===== src/mlc_defs.vh =====
// Purpose: Constants for the modem line control settings block
// Assumes: 200 MHz system clock
// Notes:   Register indices are local selects on the settings port
`ifndef MLC_DEFS_VH
`define MLC_DEFS_VH
// Register selects
`define MLC_SEL_TRS     4'h0
`define MLC_SEL_RCD     4'h1
`define MLC_SEL_SPS     4'h2
`define MLC_SEL_RLD     4'h3
`define MLC_SEL_ATS     4'h4
`define MLC_SEL_FAST    4'h5
`define MLC_SEL_SLOW    4'h6
`define MLC_SEL_TONE    4'h7
`define MLC_SEL_TURN    4'h8
`define MLC_SEL_HOLD    4'h9
`define MLC_SEL_WAIT    4'hA
// Reset values
`define MLC_RST_TRS     8'h00
`define MLC_RST_RCD     8'h00
`define MLC_RST_SPS     8'h00
`define MLC_RST_RLD     8'h05
`define MLC_RST_ATS     8'h00
`define MLC_RST_FAST    8'h28
`define MLC_RST_SLOW    8'h00
`define MLC_RST_TONE    8'h21
`define MLC_RST_TURN    8'h14
`define MLC_RST_HOLD    8'h07
`define MLC_RST_WAIT    8'h3C
// Field positions
`define MLC_TRS_READY_LO 3
`define MLC_TRS_CARRIER  5
`define MLC_TRS_LONGSP   7
`define MLC_RCD_LEVEL_LO 4
`define MLC_RCD_RATIO    7
`define MLC_SPS_LOOP     0
`define MLC_SPS_RATE_LO  1
`define MLC_SPS_PAR_LO   4
`define MLC_ATS_TONE     6
// Timing: clock rate and tick periods
`define MLC_CLK_HZ       200000000
`define MLC_STEP_NS      12500000
`define MLC_STEP_CYC     (`MLC_CLK_HZ / 1000000 * (`MLC_STEP_NS / 1000))
`define MLC_HUND_CYC     (`MLC_CLK_HZ / 100)
`define MLC_SILENCE_S    2
`define MLC_TONE_MAX     8'h21
`endif


===== src/mlc_line_control.v =====
// Purpose: Line control settings bank and answer/turnaround sequencing
// Assumes: Inputs synchronous to sys_clk; one register write per cycle
// Notes:   Tick periods are parameters so a simulation can shorten them
`timescale 1ns/10ps
`default_nettype none
`include "mlc_defs.vh"

module mlc_line_control #(
  parameter STEP_CYC = `MLC_STEP_CYC,
  parameter HUND_CYC = `MLC_HUND_CYC
) (
  // Clock and reset
  input  wire       sys_clk,
  input  wire       sys_rst,
  // Settings port
  input  wire       cfg_wr,
  input  wire [3:0] cfg_sel,
  input  wire [7:0] cfg_wdata,
  output reg  [7:0] cfg_rdata,
  // Serial side
  input  wire       ready_line,
  input  wire       async_ready_sensitive,
  output reg        carrier_detect_out,
  output reg        ready_drop_to_command,
  output reg        ready_drop_hang_up,
  output reg        ready_drop_reset,
  output reg  [2:0] result_level,
  output reg        pulse_ratio_33_67,
  output reg  [2:0] serial_rate_code,
  output reg  [1:0] parity_mode,
  output reg        parity_changed,
  // Line side
  input  wire       connected,
  input  wire       reliable_link,
  input  wire       carrier_present,
  input  wire       disconnecting,
  input  wire       long_space_rx,
  input  wire       loopback_request,
  output reg        long_space_hang_up,
  output reg        loopback_accept,
  output reg        alt_answer_tone,
  // Answer and originate sequencing
  input  wire       answer_start,
  input  wire       originate_tone_seen,
  input  wire       rate_1200_up,
  input  wire       link_up,
  output reg  [2:0] answer_phase,
  output reg        answer_tone_on,
  output reg        originate_proceed,
  output reg        answer_hang_up,
  // Half-duplex carrier control
  input  wire       half_duplex,
  input  wire       tx_pending,
  output reg        hd_carrier_on
);

  // ****************************************************************
  // Settings registers
  // ****************************************************************
  reg [7:0] trs, rcd, sps, rld, ats, t_fast, t_slow, t_tone, t_turn, t_hold, t_wait;

  // Tone value above range is clipped on write
  always @(posedge sys_clk or posedge sys_rst) begin
    if (sys_rst) begin
      trs <= `MLC_RST_TRS;
      rcd <= `MLC_RST_RCD;
      sps <= `MLC_RST_SPS;
      rld <= `MLC_RST_RLD;
      ats <= `MLC_RST_ATS;
      t_fast <= `MLC_RST_FAST;
      t_slow <= `MLC_RST_SLOW;
      t_tone <= `MLC_RST_TONE;
      t_turn <= `MLC_RST_TURN;
      t_hold <= `MLC_RST_HOLD;
      t_wait <= `MLC_RST_WAIT;
      parity_changed <= 1'b0;
    end else begin
      parity_changed <= 1'b0;
      if (cfg_wr) begin
        case (cfg_sel)
          `MLC_SEL_TRS:  trs <= cfg_wdata & 8'hB8;
          `MLC_SEL_RCD:  rcd <= cfg_wdata;
          `MLC_SEL_SPS: begin
            sps <= cfg_wdata;
            // Only parity field moves the format; widths stay put
            parity_changed <= (cfg_wdata[5:4] != sps[5:4]);
          end
          `MLC_SEL_RLD:  rld <= cfg_wdata;
          `MLC_SEL_ATS:  ats <= cfg_wdata & 8'h40;
          `MLC_SEL_FAST: t_fast <= cfg_wdata;
          `MLC_SEL_SLOW: t_slow <= cfg_wdata;
          `MLC_SEL_TONE: t_tone <= (cfg_wdata > `MLC_TONE_MAX) ? `MLC_TONE_MAX : cfg_wdata;
          `MLC_SEL_TURN: t_turn <= cfg_wdata;
          `MLC_SEL_HOLD: t_hold <= cfg_wdata;
          `MLC_SEL_WAIT: t_wait <= cfg_wdata;
          default: ;
        endcase
      end
    end
  end

  // Readback, unmapped selects read the answer phase
  always @(posedge sys_clk or posedge sys_rst) begin
    if (sys_rst) begin
      cfg_rdata <= 8'h00;
    end else begin
      case (cfg_sel)
        `MLC_SEL_TRS:  cfg_rdata <= trs;
        `MLC_SEL_RCD:  cfg_rdata <= rcd;
        `MLC_SEL_SPS:  cfg_rdata <= sps;
        `MLC_SEL_RLD:  cfg_rdata <= rld;
        `MLC_SEL_ATS:  cfg_rdata <= ats;
        `MLC_SEL_FAST: cfg_rdata <= t_fast;
        `MLC_SEL_SLOW: cfg_rdata <= t_slow;
        `MLC_SEL_TONE: cfg_rdata <= t_tone;
        `MLC_SEL_TURN: cfg_rdata <= t_turn;
        `MLC_SEL_HOLD: cfg_rdata <= t_hold;
        `MLC_SEL_WAIT: cfg_rdata <= t_wait;
        default:       cfg_rdata <= {5'h00, answer_phase};
      endcase
    end
  end

  // ****************************************************************
  // Tick dividers
  // ****************************************************************
  reg [31:0] step_cnt, hund_cnt;
  reg [3:0]  tenth_cnt;
  reg [3:0]  sec_cnt;
  reg        tick_step, tick_hund, tick_tenth, tick_sec;

  // Tenths and seconds cascade off hundredths so all stay aligned
  always @(posedge sys_clk or posedge sys_rst) begin
    if (sys_rst) begin
      step_cnt <= 32'h0;
      hund_cnt <= 32'h0;
      tenth_cnt <= 4'h0;
      sec_cnt <= 4'h0;
      tick_step <= 1'b0;
      tick_hund <= 1'b0;
      tick_tenth <= 1'b0;
      tick_sec <= 1'b0;
    end else begin
      tick_step <= (step_cnt == STEP_CYC - 1);
      step_cnt <= (step_cnt == STEP_CYC - 1) ? 32'h0 : step_cnt + 32'h1;
      tick_hund <= (hund_cnt == HUND_CYC - 1);
      hund_cnt <= (hund_cnt == HUND_CYC - 1) ? 32'h0 : hund_cnt + 32'h1;
      tick_tenth <= 1'b0;
      tick_sec <= 1'b0;
      if (tick_hund) begin
        tenth_cnt <= (tenth_cnt == 4'h9) ? 4'h0 : tenth_cnt + 4'h1;
        if (tenth_cnt == 4'h9) begin
          tick_tenth <= 1'b1;
          sec_cnt <= (sec_cnt == 4'h9) ? 4'h0 : sec_cnt + 4'h1;
          tick_sec <= (sec_cnt == 4'h9);
        end
      end
    end
  end

  // ****************************************************************
  // Ready line handling and static decodes
  // ****************************************************************
  reg       ready_q;
  reg [7:0] guard_cnt;
  reg       guard_done;
  reg [7:0] drop_cnt;
  reg       drop_pending;
  wire [1:0] ready_mode = trs[4:3];

  always @(posedge sys_clk or posedge sys_rst) begin
    if (sys_rst) begin
      ready_q <= 1'b0;
      guard_cnt <= 8'h00;
      guard_done <= 1'b0;
      drop_cnt <= 8'h00;
      drop_pending <= 1'b0;
      ready_drop_to_command <= 1'b0;
      ready_drop_hang_up <= 1'b0;
      ready_drop_reset <= 1'b0;
    end else begin
      ready_q <= ready_line;
      ready_drop_to_command <= 1'b0;
      ready_drop_hang_up <= 1'b0;
      ready_drop_reset <= 1'b0;
      // Seconds guard after connect before ready is watched
      if (!connected) begin
        guard_cnt <= 8'h00;
        guard_done <= 1'b0;
      end else if (!guard_done) begin
        if (guard_cnt >= rld) guard_done <= 1'b1;
        else if (tick_sec) guard_cnt <= guard_cnt + 8'h01;
      end
      // Deglitch an on-to-off transition
      if (ready_line) begin
        drop_pending <= 1'b0;
      end else if (ready_q) begin
        drop_pending <= 1'b1;
        drop_cnt <= 8'h00;
      end else if (drop_pending) begin
        if (!(async_ready_sensitive && connected) || drop_cnt >= rld) begin
          drop_pending <= 1'b0;
          if (!connected || guard_done) begin
            case (ready_mode)
              2'd1: ready_drop_to_command <= 1'b1;
              2'd2: ready_drop_hang_up <= 1'b1;
              2'd3: ready_drop_reset <= 1'b1;
              default: ;
            endcase
          end
        end else if (tick_hund) begin
          drop_cnt <= drop_cnt + 8'h01;
        end
      end
    end
  end

  // Mode decodes registered for clean outputs
  always @(posedge sys_clk or posedge sys_rst) begin
    if (sys_rst) begin
      carrier_detect_out <= 1'b1;
      long_space_hang_up <= 1'b0;
      loopback_accept <= 1'b0;
      alt_answer_tone <= 1'b0;
      result_level <= 3'd0;
      pulse_ratio_33_67 <= 1'b0;
      serial_rate_code <= 3'd0;
      parity_mode <= 2'd0;
    end else begin
      carrier_detect_out <= !trs[`MLC_TRS_CARRIER] ||
                            (carrier_present && !disconnecting);
      long_space_hang_up <= trs[`MLC_TRS_LONGSP] && long_space_rx && connected;
      loopback_accept <= loopback_request && sps[`MLC_SPS_LOOP] && !reliable_link;
      alt_answer_tone <= ats[`MLC_ATS_TONE];
      // Codes 1 to 3 are not levels; treat as basic
      case (rcd[6:4])
        3'd4: result_level <= 3'd1;
        3'd5: result_level <= 3'd2;
        3'd6: result_level <= 3'd3;
        3'd7: result_level <= 3'd4;
        default: result_level <= 3'd0;
      endcase
      pulse_ratio_33_67 <= rcd[`MLC_RCD_RATIO];
      serial_rate_code <= sps[3:1];
      parity_mode <= sps[5:4];
    end
  end

  // ****************************************************************
  // Answer and originate sequencer
  // ****************************************************************
  localparam PH_IDLE = 3'd0;
  localparam PH_FAST = 3'd1;
  localparam PH_SLOW = 3'd2;
  localparam PH_SIL  = 3'd3;
  localparam PH_TONE = 3'd4;
  localparam PH_HALF = 3'd5;
  localparam PH_WAIT = 3'd6;
  localparam PH_ORIG = 3'd7;

  reg [7:0] ph_cnt;
  reg [7:0] wait_cnt;

  always @(posedge sys_clk or posedge sys_rst) begin
    if (sys_rst) begin
      answer_phase <= PH_IDLE;
      ph_cnt <= 8'h00;
      wait_cnt <= 8'h00;
      answer_tone_on <= 1'b0;
      originate_proceed <= 1'b0;
      answer_hang_up <= 1'b0;
    end else begin
      originate_proceed <= 1'b0;
      answer_hang_up <= 1'b0;
      if (link_up) begin
        answer_phase <= PH_IDLE;
        answer_tone_on <= 1'b0;
      end else begin
        case (answer_phase)
          PH_IDLE: begin
            ph_cnt <= 8'h00;
            wait_cnt <= 8'h00;
            if (originate_tone_seen) begin
              answer_phase <= PH_ORIG;
            end else if (answer_start) begin
              // Fast modes only at 1200 bps and up, else straight to PH_SIL, or to PH_HALF when t_tone is zero
              if (rate_1200_up) answer_phase <= PH_FAST;
              else if (t_tone == 8'h00) answer_phase <= PH_HALF;
              else answer_phase <= PH_SIL;
            end
          end
          PH_FAST: begin
            if (ph_cnt >= t_fast) begin
              answer_phase <= PH_SLOW;
              ph_cnt <= 8'h00;
            end else if (tick_tenth) ph_cnt <= ph_cnt + 8'h01;
          end
          PH_SLOW: begin
            if (t_slow == 8'h00) begin
              answer_phase <= PH_WAIT;
            end else if (ph_cnt >= t_slow) begin
              ph_cnt <= 8'h00;
              answer_phase <= (t_tone == 8'h00) ? PH_HALF : PH_SIL;
            end else if (tick_tenth) ph_cnt <= ph_cnt + 8'h01;
          end
          PH_SIL: begin
            if (ph_cnt >= `MLC_SILENCE_S) begin
              ph_cnt <= 8'h00;
              answer_phase <= PH_TONE;
              answer_tone_on <= 1'b1;
            end else if (tick_sec) ph_cnt <= ph_cnt + 8'h01;
          end
          PH_TONE: begin
            if (ph_cnt >= t_tone) begin
              answer_tone_on <= 1'b0;
              answer_phase <= PH_HALF;
            end else if (tick_tenth) ph_cnt <= ph_cnt + 8'h01;
          end
          PH_HALF, PH_WAIT: begin
            // Give up after the carrier wait time
            if (wait_cnt >= t_wait) begin
              answer_hang_up <= 1'b1;
              answer_phase <= PH_IDLE;
            end else if (tick_sec) wait_cnt <= wait_cnt + 8'h01;
          end
          PH_ORIG: begin
            if (ph_cnt >= t_tone) begin
              originate_proceed <= 1'b1;
              answer_phase <= PH_IDLE;
            end else if (tick_tenth) ph_cnt <= ph_cnt + 8'h01;
          end
          default: answer_phase <= PH_IDLE;
        endcase
      end
    end
  end

  // ****************************************************************
  // Half-duplex carrier turnaround
  // ****************************************************************
  reg [7:0] hd_cnt;

  // Counter reused for hold (carrier on) and turnaround (carrier off)
  always @(posedge sys_clk or posedge sys_rst) begin
    if (sys_rst) begin
      hd_carrier_on <= 1'b0;
      hd_cnt <= 8'h00;
    end else if (!half_duplex) begin
      hd_carrier_on <= 1'b0;
      hd_cnt <= 8'hFF;
    end else if (hd_carrier_on) begin
      if (tx_pending) hd_cnt <= 8'h00;
      else if (hd_cnt >= t_hold) begin
        hd_carrier_on <= 1'b0;
        hd_cnt <= 8'h00;
      end else if (tick_step) hd_cnt <= hd_cnt + 8'h01;
    end else begin
      if (hd_cnt >= t_turn) begin
        if (tx_pending) begin
          hd_carrier_on <= 1'b1;
          hd_cnt <= 8'h00;
        end
      end else if (tick_step) hd_cnt <= hd_cnt + 8'h01;
    end
  end

endmodule
`default_nettype wire


===== config.mk =====
export PLATFORM = sky130hd
export DESIGN_NAME = mlc_line_control
export DESIGN_NICKNAME = d
export VERILOG_FILES = /design/src/mlc_line_control.v
export VERILOG_INCLUDE_DIRS = /design/src
export SDC_FILE = /design/constraint.sdc
export NUM_CORES = 1
export LEC_CHECK = 0
export ABC_CLOCK_PERIOD_IN_PS = 25200
export BUFFER_PORTS_ARGS = -buffer_cell sky130_fd_sc_hd__clkbuf_2
export CAP_MARGIN = 15
export CORE_ASPECT_RATIO = 0.75
export CORE_UTILIZATION = 37
export DETAILED_ROUTE_END_ITERATION = 10
export HOLD_SLACK_MARGIN = 0.15
export PLACE_DENSITY_LB_ADDON = 0.25
export SYNTH_ARGS = -nofsm -noshare
export SYNTH_HDL_FRONTEND = slang
export SYNTH_SLANG_ARGS = --single-unit

===== constraint.sdc =====
create_clock -name sys_clk -period 25.2 [get_ports sys_clk]
set_clock_uncertainty 0.15 [all_clocks]
set_input_delay 6.3 -clock sys_clk [delete_from_list [all_inputs] [get_ports sys_clk]]
set_output_delay 6.3 -clock sys_clk [all_outputs]
set_load 0.02 [all_outputs]

==> impl_metrics.py <==
metrics = {
    "timing": {
        "finalHoldViolations": 0,
        "setup_viol": 0,
        "hold_slack_ns": 0.273,
        "fin_setup_tns_ns": 0,
        "tightest_slew_ns": 0.915,
        "fin_crit_ns": 8.46,
        "slew-limit-headroom": 0.388,
        "finalCritPeriodShare": 0.336,
        "slew_viol_final": 0,
        "max_freq_mhz": 118,
        "rsz0062_at_grt": "no",
    },
    "clock_network": {
        "cts_tree": "yes",
        "cts.repair.resized": 0,
        "cts_made_buffers": 26,
        "clock_latency_ns": 0.54,
        "cts.clk_slew.worst_paths_ns": 0.06,
        "cts_setup_buffers": 0,
        "clock-sinks": 228,
        "h-tree-depth": 1,
        "clockBufferDepth": 3,
        "ctsRootBufferMaster": "clkbuf_16",
        "hold_buffers": 0,
    },
    "synth": {
        "ys_seq_area_frac": 0.480,
        "postSynthAreaPerCell_um2": 10.0,
        "async_reset_ff_frac": 1.00,
        "synthFlopType": "dfrtp_1",
        "synthTopCellsByCount": "212 x dfrtp_1, 122 x nand2_1, 92 x o21ai_0",
        "yosys_warnings": 0,
        "syn_inst": 1192,
        "synth_nets": 1293,
        "yosys.cell_types.count": 69,
        "synth.most_common_cell": "dfrtp_1",
        "synth_edf_count": 0,
        "netlist.area_leader.share": 0.445,
        "ys_seq_elements": 228,
        "synthTopCellsByArea": "dfrtp_1 44%, ha_1 7.6%, xnor2_1 3.9%, o21ai_0 3.9%, nand2_1 3.8%",
        "synth_top_area_cell": "dfrtp_1",
        "syn_area_um2": 11900,
    },
    "floorplan": {
        "rows": 56,
        "core_um2": 31500,
        "die_w_um": 209,
        "start_util": 0.379,
        "io_pins": 61,
        "die_h_um": 158,
        "die_area_um2": 33000,
    },
    "placed_design": {
        "portBuffers": 60,
        "place_hpwl_um": 20500,
        "gp_congestion": 0.890,
    },
    "route": {
        "vias": 8940,
        "top_layer": "met4",
        "met2WireLength_um": 11500,
        "wirelength_um": 28900,
        "drc_errors": 0,
        "viasPerCell": 5.36,
        "first_iter_violations": 815,
        "antenna_left": 0,
        "wl_per_cell_um": 17.4,
        "firstDrtPassIters": 5,
        "wl_met3_um": 1600,
        "met1_length_um": 15300,
    },
    "cells_and_area": {
        "syn_to_final_growth_pct": 13.0,
        "final_nets": 1343,
        "final_util": 0.428,
        "drive_above_1_share": 0.133,
        "antennaDiodeCount": 0,
    },
    "worst_setup_path": {
        "r2r_start": "ph_cnt[0]",
        "cp-start-kind": "input port",
        "critical_path_arrival_ns": 8.72,
        "worstPathRequired_ns": 25.46,
        "reg2reg_to": "ph_cnt[0]",
        "crit_type": "in2reg",
        "crit_start": "cfg_sel[2]",
        "r2r_setup_slack_ns": 22.20,
        "crit_fanout": 30,
        "ff2ff_path_depth": 9,
        "cp-end-kind": "register",
        "crit_end": "t_slow[0]",
    },
    "pwr": {
        "p_comb_frac": 0.217,
        "leakage_uw": 0.00621,
        "intPower_uw": 737,
        "switchingPower_uw": 341,
        "p_sw_frac": 0.316,
        "clkPwrFrac": 0.349,
        "power_density_nw_per_um2": 80.0,
        "max-vdd-ir-drop_mv": 0.0519,
        "power_frac_seq": 0.435,
    },
    "run": {
        "maxCapViolCount": 0,
    },
    "global_routing": {
        "grt_max_degree": 100,
        "grt-ovfl-total": 0,
        "grt_pass1_wl_um": 47000,
        "grt_pass1_vias": 8370,
        "grt_antenna_before_repair": 2,
        "grt.total_usage": 0.179,
    },
    "status": {
        "status": "completed",
    },
    "hold_path": {
        "hold_class": "reg2reg",
    },
}
[cell type report]
type,instances,area [um2]
Fill cell,2989,18000
Multi-Input combinational cell,856,5810
Sequential cell,228,5730
Clock buffer,40,753
Tap cell,406,508
Timing Repair Buffer,66,343
Inverter,64,248
Clock inverter,7,96.3
[placed cells by master (no fill, tap or decap), types with 26 or more instances in the layout]
cell / Yosys / routed
xor2_1: 27 / 27
nand2_1: 122 / 122
mux2_2: 31 / 31
xnor2_1: 53 / 53
a21oi_1: 31 / 31
clkbuf_2: 0 / 61
nand4_1: 28 / 28
dfrtp_1: 212 / 212
nand3_1: 51 / 51
inv_1: 64 / 63
o21ai_0: 92 / 92
ha_1: 72 / 72
and3_1: 29 / 29
clkbuf_16: 0 / 26
nor2_1: 86 / 86
[how the worst min path moves through the flow]
stage / from / end / slack (ns) / cells after the start
after floorplan: rcd[7] / pulse_ratio_33_67 / 0.21 / 0
after global placement: rcd[7] / pulse_ratio_33_67 / 0.27 / 0
after detailed placement: rcd[7] / pulse_ratio_33_67 / 0.27 / 0
after global routing: rcd[7] / pulse_ratio_33_67 / 0.29 / 0
after CTS: rcd[7] / pulse_ratio_33_67 / 0.28 / 0
final: rcd[7] / pulse_ratio_33_67 / 0.27 / 0
[through the flow]
step	setup slack [ns]	total power [uW]	cells	cell area (um2)
after CTS	16.81	1090	1665	13500
after global routing	16.53	1140	1667	13500
after detailed placement	16.25	706	1618	12600
final	16.74	1080	1667	13500
after global placement	16.31	699	1618	12600
after floorplan	12.53	627	1192	11900
[cell families (layout without fill, tap and decap cells)]
logic type	count (synthesis)	count (layout)	synth area share
AOI/OAI and AO/OA	214	214	0.117
xor gates and xnor gates	80	80	0.0587
adders and majority gates	72	72	0.0755
buffers and inverters	108	177	0.0345
DFF	228	228	0.480
muxes	44	44	0.0444
and+or+nand+nor	446	446	0.190
[power by group through the flow]
stage | clock (uW) | sequential (uW) | combinational [uW]
finish | 376 | 469 | 234
global route | 402 | 475 | 267
CTS | 386 | 468 | 233
detailed placement | 0 | 474 | 232
global placement | 0 | 473 | 226
floorplan | 0 | 459 | 168
[critical path, cell delays in order]
cell	delay (ns)
clkbuf_2	0.47
nor2b_1	0.67
nand2_1	0.21
nor2_1	0.64
mux2_2	0.41
[metal layers]
layer  up-vias  global-route usage
met3        38              0.0311
li1       4331                   -
met1      4346               0.285
met4         0              0.0315
met2       225               0.251
met5         -                   0
[state kept, by name, summed over array words and instances, names as in the netlist, 2 cells and up]
signal / flops
t_fast: 8
trs: 4
sps: 8
t_hold: 8
rcd: 8
step_cnt: 32
cfg_rdata: 8
hd_cnt: 8
rld: 8
t_turn: 8
result_level: 3
ph_cnt: 8
guard_cnt: 8
answer_phase: 3
t_slow: 8
t_wait: 8
serial_rate_code: 3
hund_cnt: 32
sec_cnt: 4
drop_cnt: 8
wait_cnt: 8
parity_mode: 2
tenth_cnt: 4
t_tone: 8
No activity file was read; power rests on OpenSTA's default activity.
